`config.mk`:
```
export PLATFORM = sky130hd
export DESIGN_NAME = rsv_supervisor
export DESIGN_NICKNAME = d
export VERILOG_FILES = /design/src/verilog/rsv_pkg.sv /design/src/verilog/rsv_sync.sv /design/src/verilog/rsv_timer.sv /design/src/verilog/rsv_supervisor.sv
export SDC_FILE = /design/constraint.sdc
export NUM_CORES = 1
export LEC_CHECK = 0
export ABC_AREA = 1
export ABC_CLOCK_PERIOD_IN_PS = 5200
export BUFFER_PORTS_ARGS = -buffer_cell sky130_fd_sc_hd__clkbuf_2
export CAP_MARGIN = 10
export CELL_PAD_IN_SITES_DETAIL_PLACEMENT = 1
export CELL_PAD_IN_SITES_GLOBAL_PLACEMENT = 1
export CORE_ASPECT_RATIO = 0.6
export CORE_UTILIZATION = 48
export DETAILED_ROUTE_END_ITERATION = 7
export PLACE_DENSITY_LB_ADDON = 0.3
export SYNTH_ARGS = -nofsm -noshare
export SYNTH_HDL_FRONTEND = slang
export SYNTH_SLANG_ARGS = --single-unit
```
`constraint.sdc`:
```
create_clock -name ref_clk -period 5.2 [get_ports ref_clk]
set_clock_uncertainty 0.1 [all_clocks]
set_input_delay 0.52 -clock ref_clk [delete_from_list [all_inputs] [get_ports ref_clk]]
set_output_delay 0.52 -clock ref_clk [all_outputs]
set_load 0.01 [all_outputs]
```
`src/verilog/rsv_pkg.sv`:
```
package rsv_pkg;
   // =========================================
   // timing
   localparam int CLK_MHZ = 125;
   localparam int SKEW_NS = 400;
   localparam int SKEW_CYC = (SKEW_NS * CLK_MHZ + 999) / 1000;
   localparam int MASK_US = 100;
   localparam int MASK_CYC = MASK_US * CLK_MHZ;
   localparam int LATCH_MS = 7;
   localparam int LATCH_CYC = LATCH_MS * 1000 * CLK_MHZ;
   localparam int STEP_CYC = 125;
   localparam logic [6:0] CODE_RESET = 7'h7F;
   localparam logic [6:0] CODE_NEAR_STEPS = 7'h10;
   localparam int SYNC_W = 10;
   // =========================================
   // states
   typedef enum logic [2:0] {
      RSV_OFF = 3'b000,
      RSV_SOFT = 3'b001,
      RSV_RUN = 3'b010,
      RSV_LATCH = 3'b011,
      RSV_OVP = 3'b100
   } rsv_state_t;
endpackage

```
`src/verilog/rsv_sync.sv`:
```
`timescale 1ns/1ps
`default_nettype none
module rsv_sync #(
   parameter int W = 1
) (
   input wire logic ref_clk,
   input wire logic reset,
   input wire logic clk_en,
   input wire logic [W-1:0] din,
   output logic [W-1:0] dout
);
   logic [W-1:0] meta_ff;
   // =========================================
   // two stage synchroniser per bit
   genvar i;
   for (i = 0; i < W; i++) begin : g_bit
      always_ff @(posedge ref_clk) begin
         if (reset) begin
            meta_ff[i] <= 1'b0;
            dout[i] <= 1'b0;
         end else if (clk_en) begin
            meta_ff[i] <= din[i];
            dout[i] <= meta_ff[i];
         end
      end
   end
endmodule
`default_nettype wire

```
`src/verilog/rsv_timer.sv`:
```
`timescale 1ns/1ps
`default_nettype none
module rsv_timer #(
   parameter int W = 20
) (
   input wire logic ref_clk,
   input wire logic reset,
   input wire logic clk_en,
   input wire logic start,
   input wire logic clear,
   input wire logic [W-1:0] load,
   output logic busy
);
   logic [W-1:0] cnt_ff;
   // =========================================
   // down counter; start wins over clear so a restart is never lost
   always_ff @(posedge ref_clk) begin
      if (reset) begin
         cnt_ff <= '0;
      end else if (clk_en) begin
         if (start) begin
            cnt_ff <= load;
         end else if (clear) begin
            cnt_ff <= '0;
         end else if (cnt_ff != '0) begin
            cnt_ff <= cnt_ff - 1'b1;
         end
      end
   end
   assign busy = (cnt_ff != '0);
endmodule
`default_nettype wire

```
`src/verilog/rsv_supervisor.sv`:
```
`timescale 1ns/1ps
`default_nettype none
module rsv_supervisor #(
   parameter int LATCH_CYCLES = rsv_pkg::LATCH_CYC,
   parameter int MASK_CYCLES = rsv_pkg::MASK_CYC
) (
   input wire logic ref_clk,
   input wire logic reset,
   input wire logic clk_en,
   input wire logic [6:0] target_voltage_code,
   input wire logic enable_in,
   input wire logic supply_ok_level,
   input wire logic supply_low_level,
   input wire logic window_ok,
   input wire logic overvoltage_trip,
   input wire logic reverse_below_190,
   input wire logic reverse_above_150,
   input wire logic reverse_above_50,
   input wire logic zero_cross,
   input wire logic overcurrent,
   input wire logic output_below_200,
   input wire logic soft_done,
   input wire logic pwm_on,
   output logic high_side_gate,
   output logic low_side_gate,
   output logic power_ok_flag,
   output logic ripple_pulse_mode,
   output logic current_limit_active,
   output logic loop_clamp_active,
   output logic softstart_discharge,
   output logic power_ok_delay_discharge,
   output logic reverse_voltage_guard,
   output logic latched_off,
   output logic [6:0] dac_code
);
   // =========================================
   // input synchronisers
   logic [6:0] code_s;
   logic [9:0] cmp_s;
   logic en_s, sok_s, slow_s, win_s, ov_s, rb190_s, ra150_s, ra50_s, zc_s, oc_s, lo200_s, sd_s, pwm_s;
   logic [2:0] sup_s;

   rsv_sync #(.W(7)) u_code_sync (
      .ref_clk(ref_clk),
      .reset(reset),
      .clk_en(clk_en),
      .din(target_voltage_code),
      .dout(code_s)
   );
   rsv_sync #(.W(rsv_pkg::SYNC_W)) u_cmp_sync (
      .ref_clk(ref_clk),
      .reset(reset),
      .clk_en(clk_en),
      .din({window_ok, overvoltage_trip, reverse_below_190, reverse_above_150, reverse_above_50,
            zero_cross, overcurrent, output_below_200, soft_done, pwm_on}),
      .dout(cmp_s)
   );
   rsv_sync #(.W(3)) u_sup_sync (
      .ref_clk(ref_clk),
      .reset(reset),
      .clk_en(clk_en),
      .din({enable_in, supply_ok_level, supply_low_level}),
      .dout(sup_s)
   );
   assign {win_s, ov_s, rb190_s, ra150_s, ra50_s, zc_s, oc_s, lo200_s, sd_s, pwm_s} = cmp_s;
   assign {en_s, sok_s, slow_s} = sup_s;

   // =========================================
   // state and registers
   rsv_pkg::rsv_state_t state_ff, nxt_state;
   logic [6:0] seen_ff, final_ff, dac_ff;
   logic [7:0] skew_ff;
   logic [11:0] step_ff;
   logic pend_ff, down_ff, rvp_ff, ovp_rvp_ff, dcm_ff;
   logic hs_ff, ls_ff, pok_ff, rpm_ff, cl_ff, clamp_ff, ssd_ff, pgd_ff, lat_ff;

   // =========================================
   // decode: shutdown and code handling
   wire go_down = ~en_s | slow_s | ~sok_s;
   wire code_chg = (code_s != seen_ff);
   wire accept = pend_ff && (skew_ff == 8'h00) && !code_chg;
   wire active = (state_ff == rsv_pkg::RSV_SOFT) || (state_ff == rsv_pkg::RSV_RUN);
   wire stepping = (dac_ff != final_ff);
   wire step_now = active && stepping && (step_ff == 12'h000);
   // code value lower is higher voltage; downward move means code increasing
   wire [6:0] dac_gap = final_ff - dac_ff;
   wire dac_near = !down_ff || (dac_gap <= rsv_pkg::CODE_NEAR_STEPS);
   wire mask_busy;
   wire latch_busy;
   wire masked = mask_busy || !dac_near || (state_ff == rsv_pkg::RSV_SOFT);
   wire cl_fault = active && oc_s && !win_s && !masked;

   // mask timer restarted on every code change, before the skew wait accepts it, and held loaded while off
   rsv_timer #(.W(20)) u_mask_timer (
      .ref_clk(ref_clk),
      .reset(reset),
      .clk_en(clk_en),
      .start(code_chg || (state_ff == rsv_pkg::RSV_OFF)),
      .clear(1'b0),
      .load(20'(MASK_CYCLES)),
      .busy(mask_busy)
   );

   // latchoff delay; cleared when the fault goes away
   rsv_timer #(.W(24)) u_latch_timer (
      .ref_clk(ref_clk),
      .reset(reset),
      .clk_en(clk_en),
      .start(cl_fault && !latch_busy && !lat_ff),
      .clear(!cl_fault),
      .load(24'(LATCH_CYCLES)),
      .busy(latch_busy)
   );
   logic latch_busy_ff;
   // fire on the falling edge of the delay, only if the fault still stands
   wire latch_fire = latch_busy_ff && !latch_busy && cl_fault;

   // =========================================
   // next state
   always_comb begin
      nxt_state = state_ff;
      case (state_ff)
         rsv_pkg::RSV_OFF: begin
            if (!go_down) begin
               nxt_state = rsv_pkg::RSV_SOFT;
            end
         end
         rsv_pkg::RSV_SOFT: begin
            if (ov_s) begin
               nxt_state = rsv_pkg::RSV_OVP;
            end else if (sd_s && !stepping) begin
               nxt_state = rsv_pkg::RSV_RUN;
            end
         end
         rsv_pkg::RSV_RUN: begin
            if (ov_s) begin
               nxt_state = rsv_pkg::RSV_OVP;
            end else if (latch_fire) begin
               nxt_state = rsv_pkg::RSV_LATCH;
            end
         end
         rsv_pkg::RSV_LATCH: nxt_state = rsv_pkg::RSV_LATCH;
         rsv_pkg::RSV_OVP: nxt_state = rsv_pkg::RSV_OVP;
         default: nxt_state = rsv_pkg::RSV_OFF;
      endcase
      if (go_down) begin
         nxt_state = rsv_pkg::RSV_OFF;
      end
   end

   // =========================================
   // gate decode
   logic nxt_hs, nxt_ls;
   always_comb begin
      nxt_hs = 1'b0;
      nxt_ls = 1'b0;
      if (state_ff == rsv_pkg::RSV_OVP) begin
         nxt_ls = !ovp_rvp_ff;
      end else if (active && !rvp_ff) begin
         nxt_hs = pwm_s;
         nxt_ls = !pwm_s && !dcm_ff;
      end
   end

   // =========================================
   // main sequencing registers
   always_ff @(posedge ref_clk) begin
      if (reset) begin
         state_ff <= rsv_pkg::RSV_OFF;
         seen_ff <= rsv_pkg::CODE_RESET;
         final_ff <= rsv_pkg::CODE_RESET;
         dac_ff <= rsv_pkg::CODE_RESET;
         skew_ff <= 8'h00;
         step_ff <= 12'h000;
         pend_ff <= 1'b0;
         down_ff <= 1'b0;
         latch_busy_ff <= 1'b0;
      end else if (clk_en) begin
         state_ff <= nxt_state;
         seen_ff <= code_s;
         latch_busy_ff <= latch_busy;
         // restart the skew wait on every edge of the code
         if (code_chg) begin
            pend_ff <= 1'b1;
            skew_ff <= 8'(rsv_pkg::SKEW_CYC);
         end else if (skew_ff != 8'h00) begin
            skew_ff <= skew_ff - 8'h01;
         end else if (accept) begin
            pend_ff <= 1'b0;
            down_ff <= (code_s > dac_ff);
            final_ff <= code_s;
         end
         // step one code per interval
         if (state_ff == rsv_pkg::RSV_OFF) begin
            dac_ff <= final_ff;
            step_ff <= 12'h000;
         end else if (step_now) begin
            dac_ff <= (final_ff > dac_ff) ? dac_ff + 7'h01 : dac_ff - 7'h01;
            step_ff <= 12'(rsv_pkg::STEP_CYC);
         end else if (step_ff != 12'h000) begin
            step_ff <= step_ff - 12'h001;
         end
      end
   end

   // =========================================
   // protection and output registers
   always_ff @(posedge ref_clk) begin
      if (reset) begin
         rvp_ff <= 1'b0;
         ovp_rvp_ff <= 1'b0;
         dcm_ff <= 1'b0;
         hs_ff <= 1'b0;
         ls_ff <= 1'b0;
         pok_ff <= 1'b0;
         rpm_ff <= 1'b0;
         cl_ff <= 1'b0;
         clamp_ff <= 1'b0;
         ssd_ff <= 1'b1;
         pgd_ff <= 1'b1;
         lat_ff <= 1'b0;
      end else if (clk_en) begin
         // hysteresis: set below -190, release above -150
         if (rb190_s) begin
            rvp_ff <= 1'b1;
         end else if (ra150_s) begin
            rvp_ff <= 1'b0;
         end
         // in overvoltage latch release only above +50
         if (rb190_s) begin
            ovp_rvp_ff <= 1'b1;
         end else if (ra50_s) begin
            ovp_rvp_ff <= 1'b0;
         end
         // zero cross without overcurrent ends low side conduction until next high pulse
         if (pwm_s) begin
            dcm_ff <= 1'b0;
         end else if (zc_s && !oc_s) begin
            dcm_ff <= 1'b1;
         end
         hs_ff <= nxt_hs;
         ls_ff <= nxt_ls;
         pok_ff <= active && !masked && win_s && !go_down;
         rpm_ff <= (state_ff == rsv_pkg::RSV_RUN) && !oc_s && !mask_busy && !stepping;
         cl_ff <= active && oc_s;
         clamp_ff <= (state_ff == rsv_pkg::RSV_SOFT) && lo200_s;
         ssd_ff <= (state_ff == rsv_pkg::RSV_OFF);
         pgd_ff <= (state_ff == rsv_pkg::RSV_OFF);
         lat_ff <= (nxt_state == rsv_pkg::RSV_LATCH) || (nxt_state == rsv_pkg::RSV_OVP);
      end
   end

   assign high_side_gate = hs_ff;
   assign low_side_gate = ls_ff;
   assign power_ok_flag = pok_ff;
   assign ripple_pulse_mode = rpm_ff;
   assign current_limit_active = cl_ff;
   assign loop_clamp_active = clamp_ff;
   assign softstart_discharge = ssd_ff;
   assign power_ok_delay_discharge = pgd_ff;
   assign reverse_voltage_guard = rvp_ff;
   assign latched_off = lat_ff;
   assign dac_code = dac_ff;
endmodule
`default_nettype wire

```
**Word-level counts from Yosys, hierarchy flattened**

Cells that the tools add are included.

- Register bits: 142
- Logic and storage cells: 188

- $add $sub $neg: 7
- Order comparisons: 3
- Equal/unequal tests: 10
- Muxes and demuxes: 32
- Bitwise operators: 6
- Reductions and logical operators: 68

Operators by type and width:

| operator | number |
|---|---|
| 2-to-1 mux 24 bit | 3 |
| 2-to-1 mux 20 bit | 2 |
| 2-to-1 mux 12 bit | 3 |
| nonzero test 24 bit | 1 |
| subtractor 24 x 1 -> 24 bit, second input constant | 1 |
| logical AND 1 bit | 22 |
| 2-to-1 mux 7 bit | 3 |
| nonzero test 20 bit | 1 |
| subtractor 20 x 1 -> 20 bit, second input constant | 1 |
| 2-to-1 mux 8 bit | 2 |
| AND reduction 2 bit | 8 |
| logical NOT 1 bit | 15 |
| 2-to-1 mux 3 bit | 5 |
| case mux 3 bit (5 select lines) | 1 |
| greater-than comparator 7 bit | 2 |
| inequality test 7 bit | 2 |
| nonzero test 2 bit | 7 |
| 2-to-1 mux 1 bit | 13 |
| logical NOT 12 bit | 1 |
| nonzero test 12 bit | 1 |
| subtractor 12 x 1 -> 12 bit, second input constant | 1 |
| == test 3 x 2 -> 1 bit, second input constant | 3 |
| logical NOT 8 bit | 1 |
| nonzero test 8 bit | 1 |
| 16 further kinds | 26 |

**Longest topological paths before layout**

- Depth after elaboration: 15
- Depth in mapped cells: 22

**Modules after synthesis**

A second synthesis with hierarchy kept.

- Cells, all modules: 1,420
- Area total of the unflattened synthesis: 8,753.4 µm²

By module, submodules not included:

| module | times used | cells each | area an instance (µm²) | sequential area each (µm²) |
|---|---|---|---|---|
| rsv_supervisor | 1 | 507 | 3,502.1 | 1,161.1 |
| rsv_timer (u_latch_timer) | 1 | 364 | 1,929.4 | 480.5 |
| rsv_timer (u_mask_timer) | 1 | 295 | 1,617.8 | 400.4 |
| rsv_sync (u_cmp_sync) | 1 | 127 | 834.6 | 400.4 |
| rsv_sync (u_code_sync) | 1 | 89 | 621.8 | 280.3 |
| rsv_sync (u_sup_sync) | 1 | 38 | 247.7 | 120.1 |

**Least setup slack after synthesis**

No wires, ideal clock.

- Path type: register to register
- From: reg dac_ff[1] (netlist: dac_code[1])
- To: reg dac_ff[6] (netlist: dac_code[6])
- Library setup time: 138 ps
- Data arrival time: 3,137 ps
- Data required time: 4,962 ps
- Path slack: 1,825 ps
- Cell stages (with the launch flop): 19
- Path buffers: 0
- Clock period less this slack: 3,375 ps
- Cells stage by stage: dfxtp_1 -> inv_1 -> ha_1 -> nand2_1 -> nand2_1 -> nand2_1 -> a31oi_1 -> o21ai_0 -> ha_1 -> nand2_1 -> nand2_1 -> a21oi_1 -> nor2_1 -> o21ai_0 -> nand2_1 -> xor2_1 -> xnor2_1 -> o21ai_0 -> o211ai_1

- Word-level cells in the longest chain between the ends: 5
- Elaborated cells between the ends (all ways): 11

Ends and longest elaborated chain:

| what | line | source |
|---|---|---|
| start, declared | rsv_supervisor.sv:71 | `logic [6:0] seen_ff, final_ff, dac_ff;` |
| start signal, assigned | rsv_supervisor.sv:172 | `dac_ff <= rsv_pkg::CODE_RESET;` |
| start signal, assigned | rsv_supervisor.sv:195 | `dac_ff <= final_ff;` |
| start signal, assigned | rsv_supervisor.sv:198 | `dac_ff <= (final_ff > dac_ff) ? dac_ff + 7'h01 : dac_ff - 7'h01;` |
| branches (longest 5 deep; another with subtractor 7 x 1 -> 7 bit) | - |  |

Parallel ways; which one is timed is not known. The select of a mux whose other input is x is not followed.
A chain may end at the register's enable or synchronous reset.

**Worst setup path in the final report**

- From: reg dac_ff[4] (netlist: dac_code[4])
- To: reg dac_ff[6] (netlist: dac_code[6])

The elaborated chain is that of the path after synthesis.

==> flow_summary.rst <==
.. list-table::
   :header-rows: 1

   * - Metric
     - Value
   * - Fill cell instance count of the final layout
     - between 1500 and 2000
   * - I/O pin count
     - 40
   * - Area share of the largest cell type after synthesis
     - 0.387
   * - Total CTS buffers
     - 17
   * - Vias per inst
     - ~5.5
   * - Horizontal extent of the die
     - approximately 160 um
   * - Starting DRT DRC Count
     - 461
   * - P&R area growth vs syn
     - 12.6%
   * - Non-filler instance count after layout
     - approximately 1300
   * - Max-slew headroom
     - 0.261
   * - Worst vdd rail ir drop
     - slightly below 0.2 mV
   * - Final setup slack of the worst path
     - 1.50 ns
   * - Flip-flop and latch count after synthesis
     - 142
   * - Register Area
     - between 2000 and 3000 um^2
   * - Number of synthesized flops with an enable pin
     - 0
   * - Drt total wl
     - around 22000 um
   * - Share of post-route cells with drive strength above 1
     - 0.125
   * - Maximum number of pins on one net before global-route repair
     - 72
   * - Vert. Die Dim
     - 97.8 um
   * - Maximum clock rate
     - 271 MHz
   * - # H-tree levels
     - 4
   * - Number of nets in the synthesized netlist
     - about 1100
   * - Wire length per cell
     - 17.1 um
   * - Primary flip-flop cell chosen by synthesis mapping
     - sky130_fd_sc_hd__dfxtp_1
   * - Tot GR Track Use
     - 0.289
   * - Cts repair resizes
     - 0
   * - Arrival time of the worst setup path
     - 3.86 ns
   * - Placeable Area
     - around 15000 um^2
   * - Ys async rst share
     - 0
   * - Antenna cell count
     - 0
   * - Slew at the pin with the worst max-slew slack
     - between 1 and 1.5 ns
   * - Remaining global-route overflow
     - 0
   * - Syn. warnings
     - 0
   * - Setup TNS
     - 0 ns
   * - Number of max-cap violations
     - 0
   * - Worst path required time
     - around 5.4 ns
   * - CP Class
     - reg -> reg
   * - Insertion delay to the later sink of the worst-skew pair
     - about 0.43 ns
   * - Post-Syn Instances
     - between 1000 and 1500
   * - Number of antenna-violating nets in the routed design
     - 0
   * - Clock transition at the registers of the reported paths
     - around 0.070 ns
   * - First-pass iteration count of the detailed router
     - 5
   * - Wire length of the first global-routing pass
     - roughly 36000 um
   * - Total clock sinks
     - ~140
   * - Worst r2r src
     - dac_code[4]$_SDFFE_PP1P_
   * - Number of setup violations in the final report
     - 0
   * - Cell count after placement
     - 1230
   * - Initial antenna violation count
     - 0
   * - Critical R2R Capture
     - dac_code[6]$_SDFFE_PP1P_
   * - Static Leakage
     - about 3.7 nW
   * - Final estimated routing congestion in global placement
     - about 0.84
   * - Number of pins exceeding their max-slew limit in the final report
     - 0
   * - Status
     - complete, no violations
   * - Half-perimeter wire length after detailed placement
     - 14400 um
   * - Vias in the first global route
     - 7044
   * - Min-delay src
     - reverse_above_50
   * - Category of the worst setup path launch point
     - flip-flop
   * - Synth top area cells
     - sky130_fd_sc_hd__dfxtp_1, sky130_fd_sc_hd__nor2_1, sky130_fd_sc_hd__nand2_1
   * - Final cell utilization of the core
     - 0.561
   * - Worst r2r path cells
     - 18
   * - Overall die area
     - ~16000 um^2
   * - Maximum buffer depth of the clock tree
     - 2
   * - Root Buffer Master
     - sky130_fd_sc_hd__clkbuf_16
   * - Total number of vias
     - 6947
   * - Worst min path class
     - in -> reg
   * - Count of input and output buffers
     - 39
   * - Number of rows in the core area
     - 34
   * - Post-synthesis instance area
     - approximately 7300 um^2
   * - Total setup buffers inserted after CTS
     - 0
   * - Number of failing hold endpoints at the final stage
     - 0
   * - Area used by multi-input combinational logic
     - 3850 um^2
   * - Biggest fanout along the worst timing path
     - 7
   * - Setup repair after global routing missed its margin
     - no
   * - Dominant cell by count in the synthesized netlist
     - sky130_fd_sc_hd__nor2_1
   * - Number of buffers added to fix hold violations after cts
     - 0
   * - Layout net count
     - 1098
   * - CTS tree
     - yes
   * - Sequential share of the synthesized area
     - 0.387
   * - Mapped Avg Cell Area
     - approximately 7.2 um^2
   * - Total DRC errors in the routed layout
     - 0
   * - Worst slack at placement
     - approximately 1.6 ns
   * - List of most frequent post-synthesis cells
     - sky130_fd_sc_hd__nor2_1, sky130_fd_sc_hd__nand2_1, sky130_fd_sc_hd__dfxtp_1, sky130_fd_sc_hd__inv_1, sky130_fd_sc_hd__o21ai_0
   * - Sink of the worst hold path
     - u_cmp_sync.meta_ff[5]$_SDFFE_PP0P_
   * - Period minus WS final
     - between 3 and 4 ns
   * - Crit end category
     - flip-flop
   * - Post-synth cell types
     - 47
   * - Pwr Density
     - 417 nW/um^2
   * - Setup slack of the most critical reg-to-reg path
     - 1.50 ns
   * - Worst hold path depth
     - 3
   * - Initial Utilization
     - 0.499
   * - Yosys top cell by area
     - sky130_fd_sc_hd__dfxtp_1
   * - Final clock period utilization by the worst path
     - 0.711
==> power breakdown <==
part           total, mW  internal (mW)  switching, mW
sequential          1.26           1.18         0.0817
combinational      0.878          0.311          0.567
clock               1.31          0.736          0.572
total               3.45           2.23           1.22
==> kinds of logic (layout without fill, tap and decap cells) <==
| group | count (synthesis) | count (layout) | synth area share |
|---|---|---|---|
| fa+ha+maj | 24 | 24 | 0.0419 |
| flops | 142 | 142 | 0.387 |
| buf+inv | 162 | 202 | 0.0881 |
| compound gates | 216 | 216 | 0.169 |
| xor+xnor | 36 | 36 | 0.0430 |
| simple gates | 444 | 444 | 0.271 |
==> worst max-delay path by stage <==
stage / from / cells past startpoint / slack, ns / end
6_report: dac_code[4]$_SDFFE_PP1P_ / 18 / 1.50 / dac_code[6]$_SDFFE_PP1P_
3_3_place_gp: dac_code[4]$_SDFFE_PP1P_ / 18 / 1.68 / dac_code[6]$_SDFFE_PP1P_
3_5_place_dp: dac_code[4]$_SDFFE_PP1P_ / 18 / 1.55 / dac_code[6]$_SDFFE_PP1P_
5_1_grt: dac_code[4]$_SDFFE_PP1P_ / 18 / 1.17 / dac_code[6]$_SDFFE_PP1P_
2_1_floorplan: dac_code[1]$_SDFFE_PP1P_ / 18 / 1.83 / dac_code[6]$_SDFFE_PP1P_
4_1_cts: dac_code[4]$_SDFFE_PP1P_ / 18 / 1.50 / dac_code[6]$_SDFFE_PP1P_
==> routing by layer <==
layer / track usage / wire length, um / up-vias / part of all wire
met2: 0.439 / 9250 / 161 / 0.43
met5: 0 / 0 / - / 0
li1: - / - / 3424 / -
met4: 0.0668 / 221 / 0 / 0.010
met1: 0.421 / 11000 / 3338 / 0.51
met3: 0.0603 / 1050 / 24 / 0.049
==> stage by stage <==
step                      total power [mW]  hold WS (ns)  instance area [um^2]
after floorplan                       1.90         0.334                  7340
after global placement                2.09         0.350                  7650
after detailed placement              2.13         0.357                  7650
after CTS                             3.45         0.204                  8260
after global routing                  3.64         0.207                  8260
final                                 3.45         0.206                  8260
==> flip-flops by register name (all words and copies together), names as in the netlist, 7 cells and up <==
| name | cells |
|---|---|
| dac_code | 7 |
| final_ff | 7 |
| seen_ff | 7 |
| skew_ff | 8 |
| step_ff | 12 |
| u_cmp_sync.dout | 10 |
| u_cmp_sync.meta_ff | 10 |
| u_code_sync.dout | 7 |
| u_code_sync.meta_ff | 7 |
| u_latch_timer.cnt_ff | 24 |
| u_mask_timer.cnt_ff | 20 |
==> area by class of cell <==
class / instances / area share
repair buffers: 44 / 0.0282
flip-flops and latches: 142 / 0.344
clock inverters: 15 / 0.0232
clock buffers: 17 / 0.0515
inverters: 126 / 0.0574
multi-input cells: 720 / 0.466
well taps: 198 / 0.0300
==> worst max-delay path, stage by stage (launching register included) <==
cell	delay, ns
sky130_fd_sc_hd__dfxtp_1	0.36
sky130_fd_sc_hd__inv_1	0.11
sky130_fd_sc_hd__ha_1	0.39
sky130_fd_sc_hd__nand2_1	0.13
sky130_fd_sc_hd__nor4_1	0.40
sky130_fd_sc_hd__inv_1	0.16
sky130_fd_sc_hd__o21ai_0	0.11
sky130_fd_sc_hd__buf_4	0.20
sky130_fd_sc_hd__ha_1	0.30
sky130_fd_sc_hd__nand2_1	0.13
sky130_fd_sc_hd__nand2_1	0.07
sky130_fd_sc_hd__a21oi_1	0.18
sky130_fd_sc_hd__nor2_1	0.08
sky130_fd_sc_hd__o21ai_0	0.18
sky130_fd_sc_hd__nand2_1	0.09
sky130_fd_sc_hd__xor2_1	0.16
sky130_fd_sc_hd__xnor2_1	0.13
sky130_fd_sc_hd__o21ai_0	0.16
sky130_fd_sc_hd__o211ai_1	0.10
==> cell usage in the layout, fill, tap and decap left out, types with 2 or more instances in the layout <==
| cell | count |
|---|---|
| sky130_fd_sc_hd__inv_6 | 7 |
| sky130_fd_sc_hd__nor4_1 | 8 |
| sky130_fd_sc_hd__inv_2 | 14 |
| sky130_fd_sc_hd__dfxtp_1 | 142 |
| sky130_fd_sc_hd__buf_4 | 5 |
| sky130_fd_sc_hd__o211ai_1 | 21 |
| sky130_fd_sc_hd__nor3_2 | 2 |
| sky130_fd_sc_hd__o31ai_1 | 2 |
| sky130_fd_sc_hd__nand4_1 | 15 |
| sky130_fd_sc_hd__nor2_4 | 2 |
| sky130_fd_sc_hd__nand3_1 | 40 |
| sky130_fd_sc_hd__a21oi_1 | 69 |
| sky130_fd_sc_hd__nor3_1 | 20 |
| sky130_fd_sc_hd__o21ai_0 | 83 |
| sky130_fd_sc_hd__a31oi_1 | 9 |
| sky130_fd_sc_hd__o211a_1 | 2 |
| sky130_fd_sc_hd__nor2_1 | 165 |
| sky130_fd_sc_hd__ha_1 | 23 |
| sky130_fd_sc_hd__xnor2_1 | 11 |
| sky130_fd_sc_hd__nor2_2 | 6 |
| sky130_fd_sc_hd__nand2_2 | 10 |
| sky130_fd_sc_hd__a211oi_1 | 9 |
| sky130_fd_sc_hd__o21ai_2 | 2 |
| sky130_fd_sc_hd__o21ai_1 | 8 |
| sky130_fd_sc_hd__xor2_1 | 25 |
| sky130_fd_sc_hd__nand2_1 | 156 |
| sky130_fd_sc_hd__or2_2 | 5 |
| sky130_fd_sc_hd__a21oi_2 | 7 |
| sky130_fd_sc_hd__clkbuf_16 | 17 |
| sky130_fd_sc_hd__clkbuf_2 | 39 |
| sky130_fd_sc_hd__nor3b_1 | 5 |
| sky130_fd_sc_hd__nand3b_1 | 2 |
| sky130_fd_sc_hd__inv_1 | 111 |
| sky130_fd_sc_hd__inv_8 | 4 |
| sky130_fd_sc_hd__nand2_4 | 2 |
| sky130_fd_sc_hd__bufinv_16 | 2 |
Power figures use the tool's default switching activity.
